==> src/shared/jtlm_pkg.sv <==
// package: constants and types of the transport lane mapper
// Operation
// (RULE1) 8-bit 64b/66b: one sample per octet
// (RULE2) 9-bit 8b/10b: sample plus zero, stride four
// (RULE3) paired 9-bit 64b/66b: even/odd lanes per channel
// (RULE4) 9-bit 64b/66b: zero pad, samples k, k+4
// (RULE5) 64b/66b offers two sync header uses
// (RULE6) detection uses only the 12-bit crc
// (RULE7) alternative sync header use is fec
// (RULE8) alternate lanes only with four lanes or fewer
// (RULE9) lanes 0-3 default, 4-7 alternate set
// (RULE10) selector 0 picks default, 1 alternate
// (RULE11) never drive both lane sets together; with eight lanes the code enables lanes 0-7, both sets
// (RULE12) unused lanes idle, carry no samples
`default_nettype none
package jtlm_pkg;
  localparam int SMP_W     = 9;
  localparam int NUM_CH    = 4;
  localparam int NUM_LANES = 8;
  localparam int SET_LANES = 4;
  localparam int LANE_W    = 40;
  localparam int MEM_DEPTH = 16;
  localparam int FIFO_DEPTH = 4;
  localparam int IN_W      = SMP_W * NUM_CH;
  localparam int CNT_W     = 4;
  // index of the last sample of a frame, per mode
  localparam logic [CNT_W-1:0] LAST_8B_64  = 4'h3;
  localparam logic [CNT_W-1:0] LAST_8B10   = 4'hF;
  localparam logic [CNT_W-1:0] LAST_PAIR   = 4'h3;
  localparam logic [CNT_W-1:0] LAST_9B_64  = 4'h7;
  // octets per lane per frame
  localparam logic [2:0] OCT_8B_64 = 3'h1;
  localparam logic [2:0] OCT_8B10  = 3'h5;
  localparam logic [2:0] OCT_12B   = 3'h3;
  // lane counts
  localparam logic [3:0] LANES_2   = 4'h2;
  localparam logic [3:0] LANES_4   = 4'h4;
  localparam logic [3:0] LANES_8   = 4'h8;
  localparam logic [3:0] ALT_MAX_LANES = 4'h4;
  // channel count selection
  localparam logic [1:0] CH_SINGLE = 2'h0;
  localparam logic [1:0] CH_DUAL   = 2'h1;

  typedef enum logic [1:0] {
    MODE_8B_64,
    MODE_9B_8B10,
    MODE_9B_PAIR,
    MODE_9B_64
  } jtlm_mode_t;

  typedef enum logic [1:0] {
    SH_NONE,
    SH_CRC12,
    SH_FEC
  } jtlm_sh_t;

  function automatic logic [3:0] jtlm_lanes_of(
    input jtlm_mode_t mode,
    input logic [1:0] nch
  );
    if (mode == MODE_9B_PAIR)
      return (nch == CH_SINGLE) ? LANES_2 :
             (nch == CH_DUAL) ? LANES_4 : LANES_8;
    return (nch == CH_SINGLE) ? LANES_4 : LANES_8;
  endfunction : jtlm_lanes_of
endpackage : jtlm_pkg
`default_nettype wire

==> src/shared/jtlm_stream_if.sv <==
// interface: valid/ready word stream between mapper modules
`default_nettype none
interface jtlm_stream_if #(parameter int W = 8);
  logic         valid;
  logic         ready;
  logic [W-1:0] data;
  modport src (output valid, output data, input ready);
  modport snk (input valid, input data, output ready);
endinterface : jtlm_stream_if
`default_nettype wire

==> src/jtlm_lane_mapper.sv <==
// module: transmit transport layer sample-to-lane mapper
`default_nettype none
module jtlm_lane_mapper
  import jtlm_pkg::*;
(
  input  wire logic                        clk_i,
  input  wire logic                        rst_b_i,
  input  wire logic [1:0]                  link_mode_select_i,
  input  wire logic [1:0]                  channels_i,
  input  wire logic                        alternate_lane_select_i,
  input  wire logic                        sh_fec_select_i,
  input  wire logic                        smp_valid_i,
  input  wire logic [IN_W-1:0]             smp_data_i,
  output logic                             smp_ready_o,
  input  wire logic                        frame_ready_i,
  output logic                             frame_valid_o,
  output logic [NUM_LANES*LANE_W-1:0]      lane_data_o,
  output logic [NUM_LANES-1:0]             lane_en_o,
  output logic [2:0]                       frame_octets_o,
  output jtlm_sh_t                         sh_mode_o,
  output logic                             alt_active_o,
  output logic                             alt_refused_o
);

  ////////////////////////////////////////////////////////////////////////
  // input fifo
  jtlm_stream_if #(.W(IN_W)) in_if ();
  jtlm_stream_if #(.W(IN_W)) out_if ();

  assign in_if.valid = smp_valid_i;
  assign in_if.data  = smp_data_i;
  assign smp_ready_o = in_if.ready;

  jtlm_fifo #(
    .WIDTH (IN_W),
    .DEPTH (FIFO_DEPTH)
  ) u_fifo (
    .clk_i   (clk_i),
    .rst_b_i (rst_b_i),
    .wr      (in_if),
    .rd      (out_if)
  );

  ////////////////////////////////////////////////////////////////////////
  // configuration, held steady for a whole frame
  jtlm_mode_t       mode_reg;
  logic [1:0]       nch_reg;
  logic             alt_reg;
  logic             fec_reg;
  logic [CNT_W-1:0] cnt_reg;
  logic             load_reg;
  logic             fv_reg;
  logic [SMP_W-1:0] mem [NUM_CH][MEM_DEPTH];

  wire logic             take;
  wire logic             last;
  wire logic             cfg_open;
  wire logic [CNT_W-1:0] last_idx;
  wire logic [3:0]       lanes_w;
  wire logic             alt_ok;
  wire logic             alt_bad;
  wire logic [2:0]       oct_w;
  wire jtlm_sh_t         sh_w;

  // stop pulling samples while a frame is built or waits for the link
  assign out_if.ready = !fv_reg && !load_reg;
  assign take     = out_if.valid && out_if.ready;
  assign last     = take && (cnt_reg == last_idx);
  assign cfg_open = (cnt_reg == '0) && !load_reg && !fv_reg;

  assign last_idx = (mode_reg == MODE_8B_64)   ? LAST_8B_64 :   // RULE1
                    (mode_reg == MODE_9B_8B10) ? LAST_8B10 :    // RULE2
                    (mode_reg == MODE_9B_PAIR) ? LAST_PAIR :    // RULE3
                    LAST_9B_64;                                 // RULE4
  assign oct_w    = (mode_reg == MODE_8B_64)   ? OCT_8B_64 :
                    (mode_reg == MODE_9B_8B10) ? OCT_8B10 : OCT_12B;
  assign lanes_w  = jtlm_lanes_of(mode_reg, nch_reg);
  assign alt_ok   = alt_reg && (lanes_w <= ALT_MAX_LANES);      // RULE8
  assign alt_bad  = alt_reg && !alt_ok;
  // 8b/10b has no sync header; only crc-12 or fec otherwise
  assign sh_w     = (mode_reg == MODE_9B_8B10) ? SH_NONE :
                    fec_reg ? SH_FEC : SH_CRC12; // RULE5 RULE6 RULE7

  always_ff @(posedge clk_i)
  begin
    if (!rst_b_i)
    begin
      mode_reg <= MODE_8B_64;
      nch_reg  <= CH_SINGLE;
      alt_reg  <= 1'h0;
      fec_reg  <= 1'h0;
    end
    else if (cfg_open)
    begin
      mode_reg <= jtlm_mode_t'(link_mode_select_i);
      nch_reg  <= channels_i;
      alt_reg  <= alternate_lane_select_i;
      fec_reg  <= sh_fec_select_i;
    end
  end

  ////////////////////////////////////////////////////////////////////////
  // sample gathering
  always_ff @(posedge clk_i)
  begin
    if (!rst_b_i)
    begin
      cnt_reg  <= '0;
      load_reg <= 1'h0;
    end
    else
    begin
      load_reg <= last;
      if (take)
        cnt_reg <= last ? '0 : cnt_reg + 1'h1;
    end
  end

  always_ff @(posedge clk_i)
  begin
    if (take)
      for (int c = 0; c < NUM_CH; c++)
        mem[c][cnt_reg] <= out_if.data[c*SMP_W +: SMP_W];
  end

  ////////////////////////////////////////////////////////////////////////
  // lane word assembly, octet 0 in the most significant bits
  wire logic [LANE_W-1:0]    lw [NUM_LANES];
  wire logic [LANE_W-1:0]    pw [NUM_LANES];
  wire logic [NUM_LANES-1:0] used;
  wire logic [NUM_LANES-1:0] en_next;

  genvar g;
  for (g = 0; g < NUM_LANES; g++)
  begin : g_lane
    localparam int C4 = g / SET_LANES;
    localparam int K  = g % SET_LANES;
    localparam int C2 = g / 2;
    localparam int P  = g % 2;
    wire logic [LANE_W-1:0] w8;
    wire logic [LANE_W-1:0] w13;
    wire logic [LANE_W-1:0] w14;
    wire logic [LANE_W-1:0] w15;

    assign w8  = {mem[C4][K][SMP_W-1:1], 32'h0};                 // RULE1
    assign w13 = {mem[C4][K], 1'h0, mem[C4][K+4], 1'h0,
                  mem[C4][K+8], 1'h0, mem[C4][K+12], 1'h0};     // RULE2
    assign w14 = {mem[C2][P], 3'h0, mem[C2][P+2], 3'h0, 16'h0};  // RULE3
    assign w15 = {mem[C4][K], 3'h0, mem[C4][K+4], 3'h0, 16'h0};  // RULE4
    assign lw[g] = (mode_reg == MODE_8B_64)   ? w8 :
                   (mode_reg == MODE_9B_8B10) ? w13 :
                   (mode_reg == MODE_9B_PAIR) ? w14 : w15;

    assign used[g] = (4'(g) < lanes_w);
    // alternate set mirrors logical lanes 0-3 onto lanes 4-7
    assign en_next[g] = alt_ok ? ((g >= SET_LANES) && used[K])
                               : used[g]; // RULE9 RULE10 RULE11
    assign pw[g] = !en_next[g] ? '0 :
                   alt_ok ? lw[K] : lw[g];                       // RULE12

  end

  ////////////////////////////////////////////////////////////////////////
  // output frame registers
  logic [NUM_LANES*LANE_W-1:0] lane_data_reg;
  logic [NUM_LANES-1:0]        lane_en_reg;
  logic [2:0]                  oct_reg;
  jtlm_sh_t                    sh_reg;
  logic                        alt_act_reg;
  logic                        alt_ref_reg;
  wire logic [NUM_LANES*LANE_W-1:0] pw_flat;

  for (g = 0; g < NUM_LANES; g++)
  begin : g_flat
    assign pw_flat[g*LANE_W +: LANE_W] = pw[g];
  end

  always_ff @(posedge clk_i)
  begin
    if (!rst_b_i)
    begin
      fv_reg        <= 1'h0;
      lane_data_reg <= '0;
      lane_en_reg   <= '0;
      oct_reg       <= OCT_8B_64;
      sh_reg        <= SH_NONE;
      alt_act_reg   <= 1'h0;
      alt_ref_reg   <= 1'h0;
    end
    else if (load_reg)
    begin
      fv_reg        <= 1'h1;
      lane_data_reg <= pw_flat;
      lane_en_reg   <= en_next;
      oct_reg       <= oct_w;
      sh_reg        <= sh_w;
      alt_act_reg   <= alt_ok;
      alt_ref_reg   <= alt_bad;
    end
    else if (frame_ready_i)
      fv_reg <= 1'h0;
  end

  assign frame_valid_o  = fv_reg;
  assign lane_data_o    = lane_data_reg;
  assign lane_en_o      = lane_en_reg;
  assign frame_octets_o = oct_reg;
  assign sh_mode_o      = sh_reg;
  assign alt_active_o   = alt_act_reg;
  assign alt_refused_o  = alt_ref_reg;

  wire logic [SMP_W-1:0] m00;
  wire logic [SMP_W-1:0] m01;
  wire logic [SMP_W-1:0] m04;
  wire logic [7:0]       m00_hi;
  assign m00    = mem[0][0];
  assign m01    = mem[0][1];
  assign m04    = mem[0][4];
  assign m00_hi = m00[SMP_W-1:1];
endmodule : jtlm_lane_mapper
`default_nettype wire

==> src/jtlm_fifo.sv <==
// module: small synchronous fifo with valid/ready on both sides
`default_nettype none
module jtlm_fifo #(
  parameter int WIDTH = 36,
  parameter int DEPTH = 4
) (
  input  wire logic       clk_i,
  input  wire logic       rst_b_i,
  jtlm_stream_if.snk      wr,
  jtlm_stream_if.src      rd
);
  localparam int AW = $clog2(DEPTH);

  logic [WIDTH-1:0] mem [DEPTH];
  logic [AW-1:0]    wp_reg;
  logic [AW-1:0]    rp_reg;
  logic [AW:0]      cnt_reg;
  logic [AW:0]      cnt_next;
  logic             rdy_reg;
  wire  logic       push;
  wire  logic       pop;

  assign push     = wr.valid && rdy_reg;
  assign pop      = rd.valid && rd.ready;
  assign cnt_next = cnt_reg + (AW+1)'(push) - (AW+1)'(pop);
  assign wr.ready = rdy_reg;
  assign rd.valid = (cnt_reg != '0);
  assign rd.data  = mem[rp_reg];

  always_ff @(posedge clk_i)
  begin
    if (!rst_b_i)
    begin
      wp_reg  <= '0;
      rp_reg  <= '0;
      cnt_reg <= '0;
      rdy_reg <= 1'h0;
    end
    else
    begin
      if (push)
        wp_reg <= wp_reg + 1'h1;
      if (pop)
        rp_reg <= rp_reg + 1'h1;
      cnt_reg <= cnt_next;
      // ready is registered so the source sees a clean full flag
      rdy_reg <= (cnt_next != (AW+1)'(DEPTH));
    end
  end

  always_ff @(posedge clk_i)
  begin
    if (push)
      mem[wp_reg] <= wr.data;
  end
endmodule : jtlm_fifo
`default_nettype wire

==> config.mk <==
export PLATFORM = sky130hd
export DESIGN_NAME = jtlm_lane_mapper
export DESIGN_NICKNAME = d
export VERILOG_FILES = /design/src/shared/jtlm_pkg.sv /design/src/shared/jtlm_stream_if.sv /design/src/jtlm_lane_mapper.sv /design/src/jtlm_fifo.sv
export SDC_FILE = /design/constraint.sdc
export NUM_CORES = 1
export LEC_CHECK = 0
export BUFFER_PORTS_ARGS = -buffer_cell sky130_fd_sc_hd__buf_4
export CAP_MARGIN = 5
export CORE_ASPECT_RATIO = 2
export CORE_MARGIN = 2
export CORE_UTILIZATION = 52
export CTS_CLUSTER_SIZE = 16
export DETAILED_ROUTE_END_ITERATION = 8
export PLACE_DENSITY_LB_ADDON = 0.12
export RECOVER_POWER = 50
export SYNTH_ARGS = -nofsm -noshare
export SYNTH_HDL_FRONTEND = slang
export SYNTH_HIERARCHICAL = 1
export SYNTH_SLANG_ARGS = --single-unit
==> constraint.sdc <==
create_clock -name clk_i -period 4.2 [get_ports clk_i]
set_input_delay 0.84 -clock clk_i [delete_from_list [all_inputs] [get_ports clk_i]]
set_output_delay 0.84 -clock clk_i [all_outputs]
set_load 0.05 [all_outputs]
==> impl_results.rst <==
.. list-table::
   :header-rows: 1

   * - Metric
     - Value
   * - Result of the run
     - finished, violations left
   * - Violations in the final reports
     - max-capacitance violations, max-slew violations
   * - Final Critical Period
     - 3300 ps
   * - Clock buffer count from CTS
     - 73
   * - Warning count from the yosys run
     - 6
   * - Postcts setup bufs
     - 0
   * - Register with the most flip-flops
     - mem
   * - Pint
     - 15.3 mW
   * - Proportion of power drawn by the clock network
     - 0.303
   * - Leading register cell type out of synthesis
     - sky130_fd_sc_hd__edfxtp_1
   * - Unrepaired setup endpoints after global routing
     - false
   * - Critical path data required time
     - 4570 ps
   * - Clock tree from TritonCTS
     - yes
   * - Share of synthesized flip-flops with an asynchronous set or reset
     - 0
   * - Max Fanout on Critical Path
     - 62
   * - Vias per inst
     - 5.96
   * - Final clock skew
     - 32.6 ps
   * - Count of maximum capacitance violations
     - 6
   * - Starting Density
     - 0.524
   * - Total detailed-routing wirelength
     - 92.2 mm
   * - Final setup violation count
     - 0
   * - Total Power Consumption
     - 22.5 mW
   * - Number of buffers between clock root and the deepest sink
     - 3
   * - Number of cells on the worst reg-to-reg path
     - 5
   * - Worst EP arrival
     - 3670 ps
   * - Count of cells resized by post-cts repair
     - 0
   * - Number of iterations in the first detailed-routing pass
     - 5
   * - Worst hold path cell count
     - 2
   * - Flop pwr share
     - 0.471
   * - Headroom to the max-slew limit
     - -0.975
   * - Worst VDD drop
     - 0.416 mV
   * - Routed WL per cell
     - 27.3 um
   * - Finished Layout Cells
     - 3371
   * - Area growth from synthesis to layout
     - 14.0%
   * - Share of the clock period used by the worst path after layout
     - 0.787
   * - Type of the most critical hold path
     - register to register
   * - Combinational group share of total power
     - 0.225
   * - CTS root buf
     - sky130_fd_sc_hd__clkbuf_16
   * - Core area
     - 59900 sq um
   * - Power per standard cell area
     - 628 nW/um^2
   * - Detailed-route DRC error count
     - 0
   * - Residual antenna-violating net count after detailed routing
     - 0
   * - Number of hold buffers added after CTS
     - 0
   * - Number of sinks driven by the clock tree
     - 832
   * - Least-Margin Pin Slew
     - 2960 ps
   * - Number of buffers added on ports
     - 357
   * - Count of routing violations after the opening detailed-route iteration
     - 1955
   * - DPL Wire Length
     - 61.6 mm
   * - Number of distinct library cells after synthesis
     - 59
   * - Floorplan die area
     - 62500 sq um
   * - Netlist Area Pre-Place
     - 31400 sq um
   * - Top-Level Pins
     - 383
   * - Via count of the first global-routing pass
     - 19700
   * - Max reg flops
     - 360
   * - Final Net Count
     - 2594
   * - Switching part of the total power
     - 0.320
   * - Global-route wire length before repair
     - 131 mm
   * - Share of layout cells above drive strength 1
     - 0.104
   * - EDFF count, synth
     - 504
   * - WHS
     - 464 ps
   * - Width of the die
     - 178 um
   * - Clock-pin transition on the worst setup and hold timing paths
     - 70 ps
   * - Post-synthesis area per instance
     - 14.2 sq um
   * - Die Height
     - 352 um
   * - Final TNS setup
     - 0 ps
   * - Fin. max-slew vios
     - 282
   * - Number of levels the H-tree was split into
     - 3
   * - Maximum number of pins on one net before global-route repair
     - 86
   * - Routed vias
     - 20100
   * - Sw Pwr
     - 7.18 mW
   * - Fmax
     - 303 MHz
   * - Number of antenna violations at the first check in global routing
     - 1
   * - Type of destination of the critical path
     - register
   * - Total grt overflow
     - 0
   * - Cells after DPL
     - 3236
   * - #FFs+latches synth
     - 832
   * - Critical path launch point type
     - input pin
   * - Global placement routability congestion
     - 0.904
   * - Cell row count
     - 127
   * - Final hold viol count
     - 0
   * - Clock insertion delay at the later pin of the skew report
     - 620 ps
   * - Fraction of the yosys area taken by sequential cells
     - 0.691
   * - Type of the worst setup path
     - input pin to register
   * - Gate count after technology mapping
     - 2219
   * - Leakage power summed over all cells
     - 12.2 nW
   * - GRT Resource Usage Total
     - 0.291
## cell usage in the layout, fill, tap and decap left out, types with 25 or more instances in the layout
cell and instances:
sky130_fd_sc_hd__clkbuf_16 79, sky130_fd_sc_hd__and2_1 36, sky130_fd_sc_hd__mux2i_1 117, sky130_fd_sc_hd__nand2b_1 28, sky130_fd_sc_hd__mux4_2 46, sky130_fd_sc_hd__a21oi_1 109, sky130_fd_sc_hd__nand2_1 141, sky130_fd_sc_hd__nand3_1 25
sky130_fd_sc_hd__edfxtp_1 504, sky130_fd_sc_hd__dfxtp_1 326, sky130_fd_sc_hd__clkbuf_1 364, sky130_fd_sc_hd__a2bb2oi_1 81, sky130_fd_sc_hd__o21ai_0 28, sky130_fd_sc_hd__nor2b_1 29, sky130_fd_sc_hd__nor2_1 187, sky130_fd_sc_hd__a22oi_1 30
sky130_fd_sc_hd__o2bb2ai_1 32, sky130_fd_sc_hd__conb_1 25, sky130_fd_sc_hd__buf_4 58, sky130_fd_sc_hd__a22o_1 81
## worst max-delay path, stage by stage
cell                       delay, ps
sky130_fd_sc_hd__clkbuf_1        190
sky130_fd_sc_hd__inv_6           320
sky130_fd_sc_hd__clkbuf_1       2120
sky130_fd_sc_hd__nor2_1          150
## power groups by stage
stage / registers, mW / logic, mW / clock network (mW)
CTS: 10.6 / 5.09 / 6.89
global placement: 10.7 / 5.03 / 0
detailed placement: 10.8 / 5.08 / 0
finish: 10.6 / 5.07 / 6.82
global route: 10.6 / 5.25 / 7.20
floorplan: 10.5 / 3.07 / 0
## cells by family after synthesis
family	share of synthesized area
compound gates	0.119
xor+xnor	0.00183
fa+ha+maj	0.00534
buf+inv	0.0354
flops	0.691
mux	0.0818
other cells	0.000239
simple gates	0.0656
## per-stage QoR
step | area, sq um | utilization | setup WS (ps)
detailed placement | 34700 | 0.579 | 1180
floorplan | 31500 | - | 11.2
global route | 35800 | 0.597 | 682
finish | 35800 | 0.597 | 896
CTS | 37100 | 0.619 | 1350
global placement | 34700 | 0.579 | 1230
## per-layer routing
metal  wire length [um]  global-route usage
met4               5200               0.149
met5                  0                   0
met3               6310              0.0438
met1              34200               0.349
met2              46500               0.505
## Yosys cell counts (all sizes together) (2+ instances only)
library cell,n,share of area
nor3,7,0.0013
dfxtp,328,0.21
nand3,25,0.0040
o211ai,13,0.0033
xor2,2,0.00056
o2bb2ai,32,0.0089
o22a,7,0.0020
nor2,191,0.023
maj3,2,0.00072
a31oi,20,0.0040
ha,10,0.0040
mux2,18,0.0065
nand2,141,0.017
a32o,13,0.0041
nand4,2,0.00040
and2,36,0.0072
inv,23,0.0027
clkbuf,91,0.011
o21a,19,0.0045
xnor2,2,0.00056
a211oi,12,0.0029
a211o,18,0.0050
a22o,81,0.023
o221a,8,0.0029
mux4,52,0.038
a21o,9,0.0022
conb,2,0.00024
a2bb2oi,81,0.023
buf,102,0.022
mux2i,117,0.037
a22oi,30,0.0072
a221oi,8,0.0022
a21oi,109,0.017
o21ai,31,0.0053
edfxtp,504,0.48
nor2b,30,0.0060
a21bo,2,0.00064
and3,4,0.00080
nand2b,28,0.0056
## area by class of cell
class,instances,area [sq um]
well taps,774,968
inverters,23,93.8
repair buffers,413,1820
flip-flops and latches,832,21700
clock inverters,33,298
multi-input cells,1194,8760
fillers,4906,24100
diodes,2,5.00
clock buffers,100,2140
## worst paths after layout
check	startpoint	end	slack, ps
max reg2reg	mode_reg[1]$_SDFFE_PN0P_	lane_data_o[239]$_SDFFE_PN0P_	940
min reg2reg	lane_data_o[74]$_SDFFE_PN0P_	lane_data_o[74]$_SDFFE_PN0P_	460
min	lane_data_o[74]$_SDFFE_PN0P_	lane_data_o[74]$_SDFFE_PN0P_	460
max	rst_b_i	sh_mode_o[0]$_SDFFE_PN0P_	900
(Power assumes the default switching activity.)
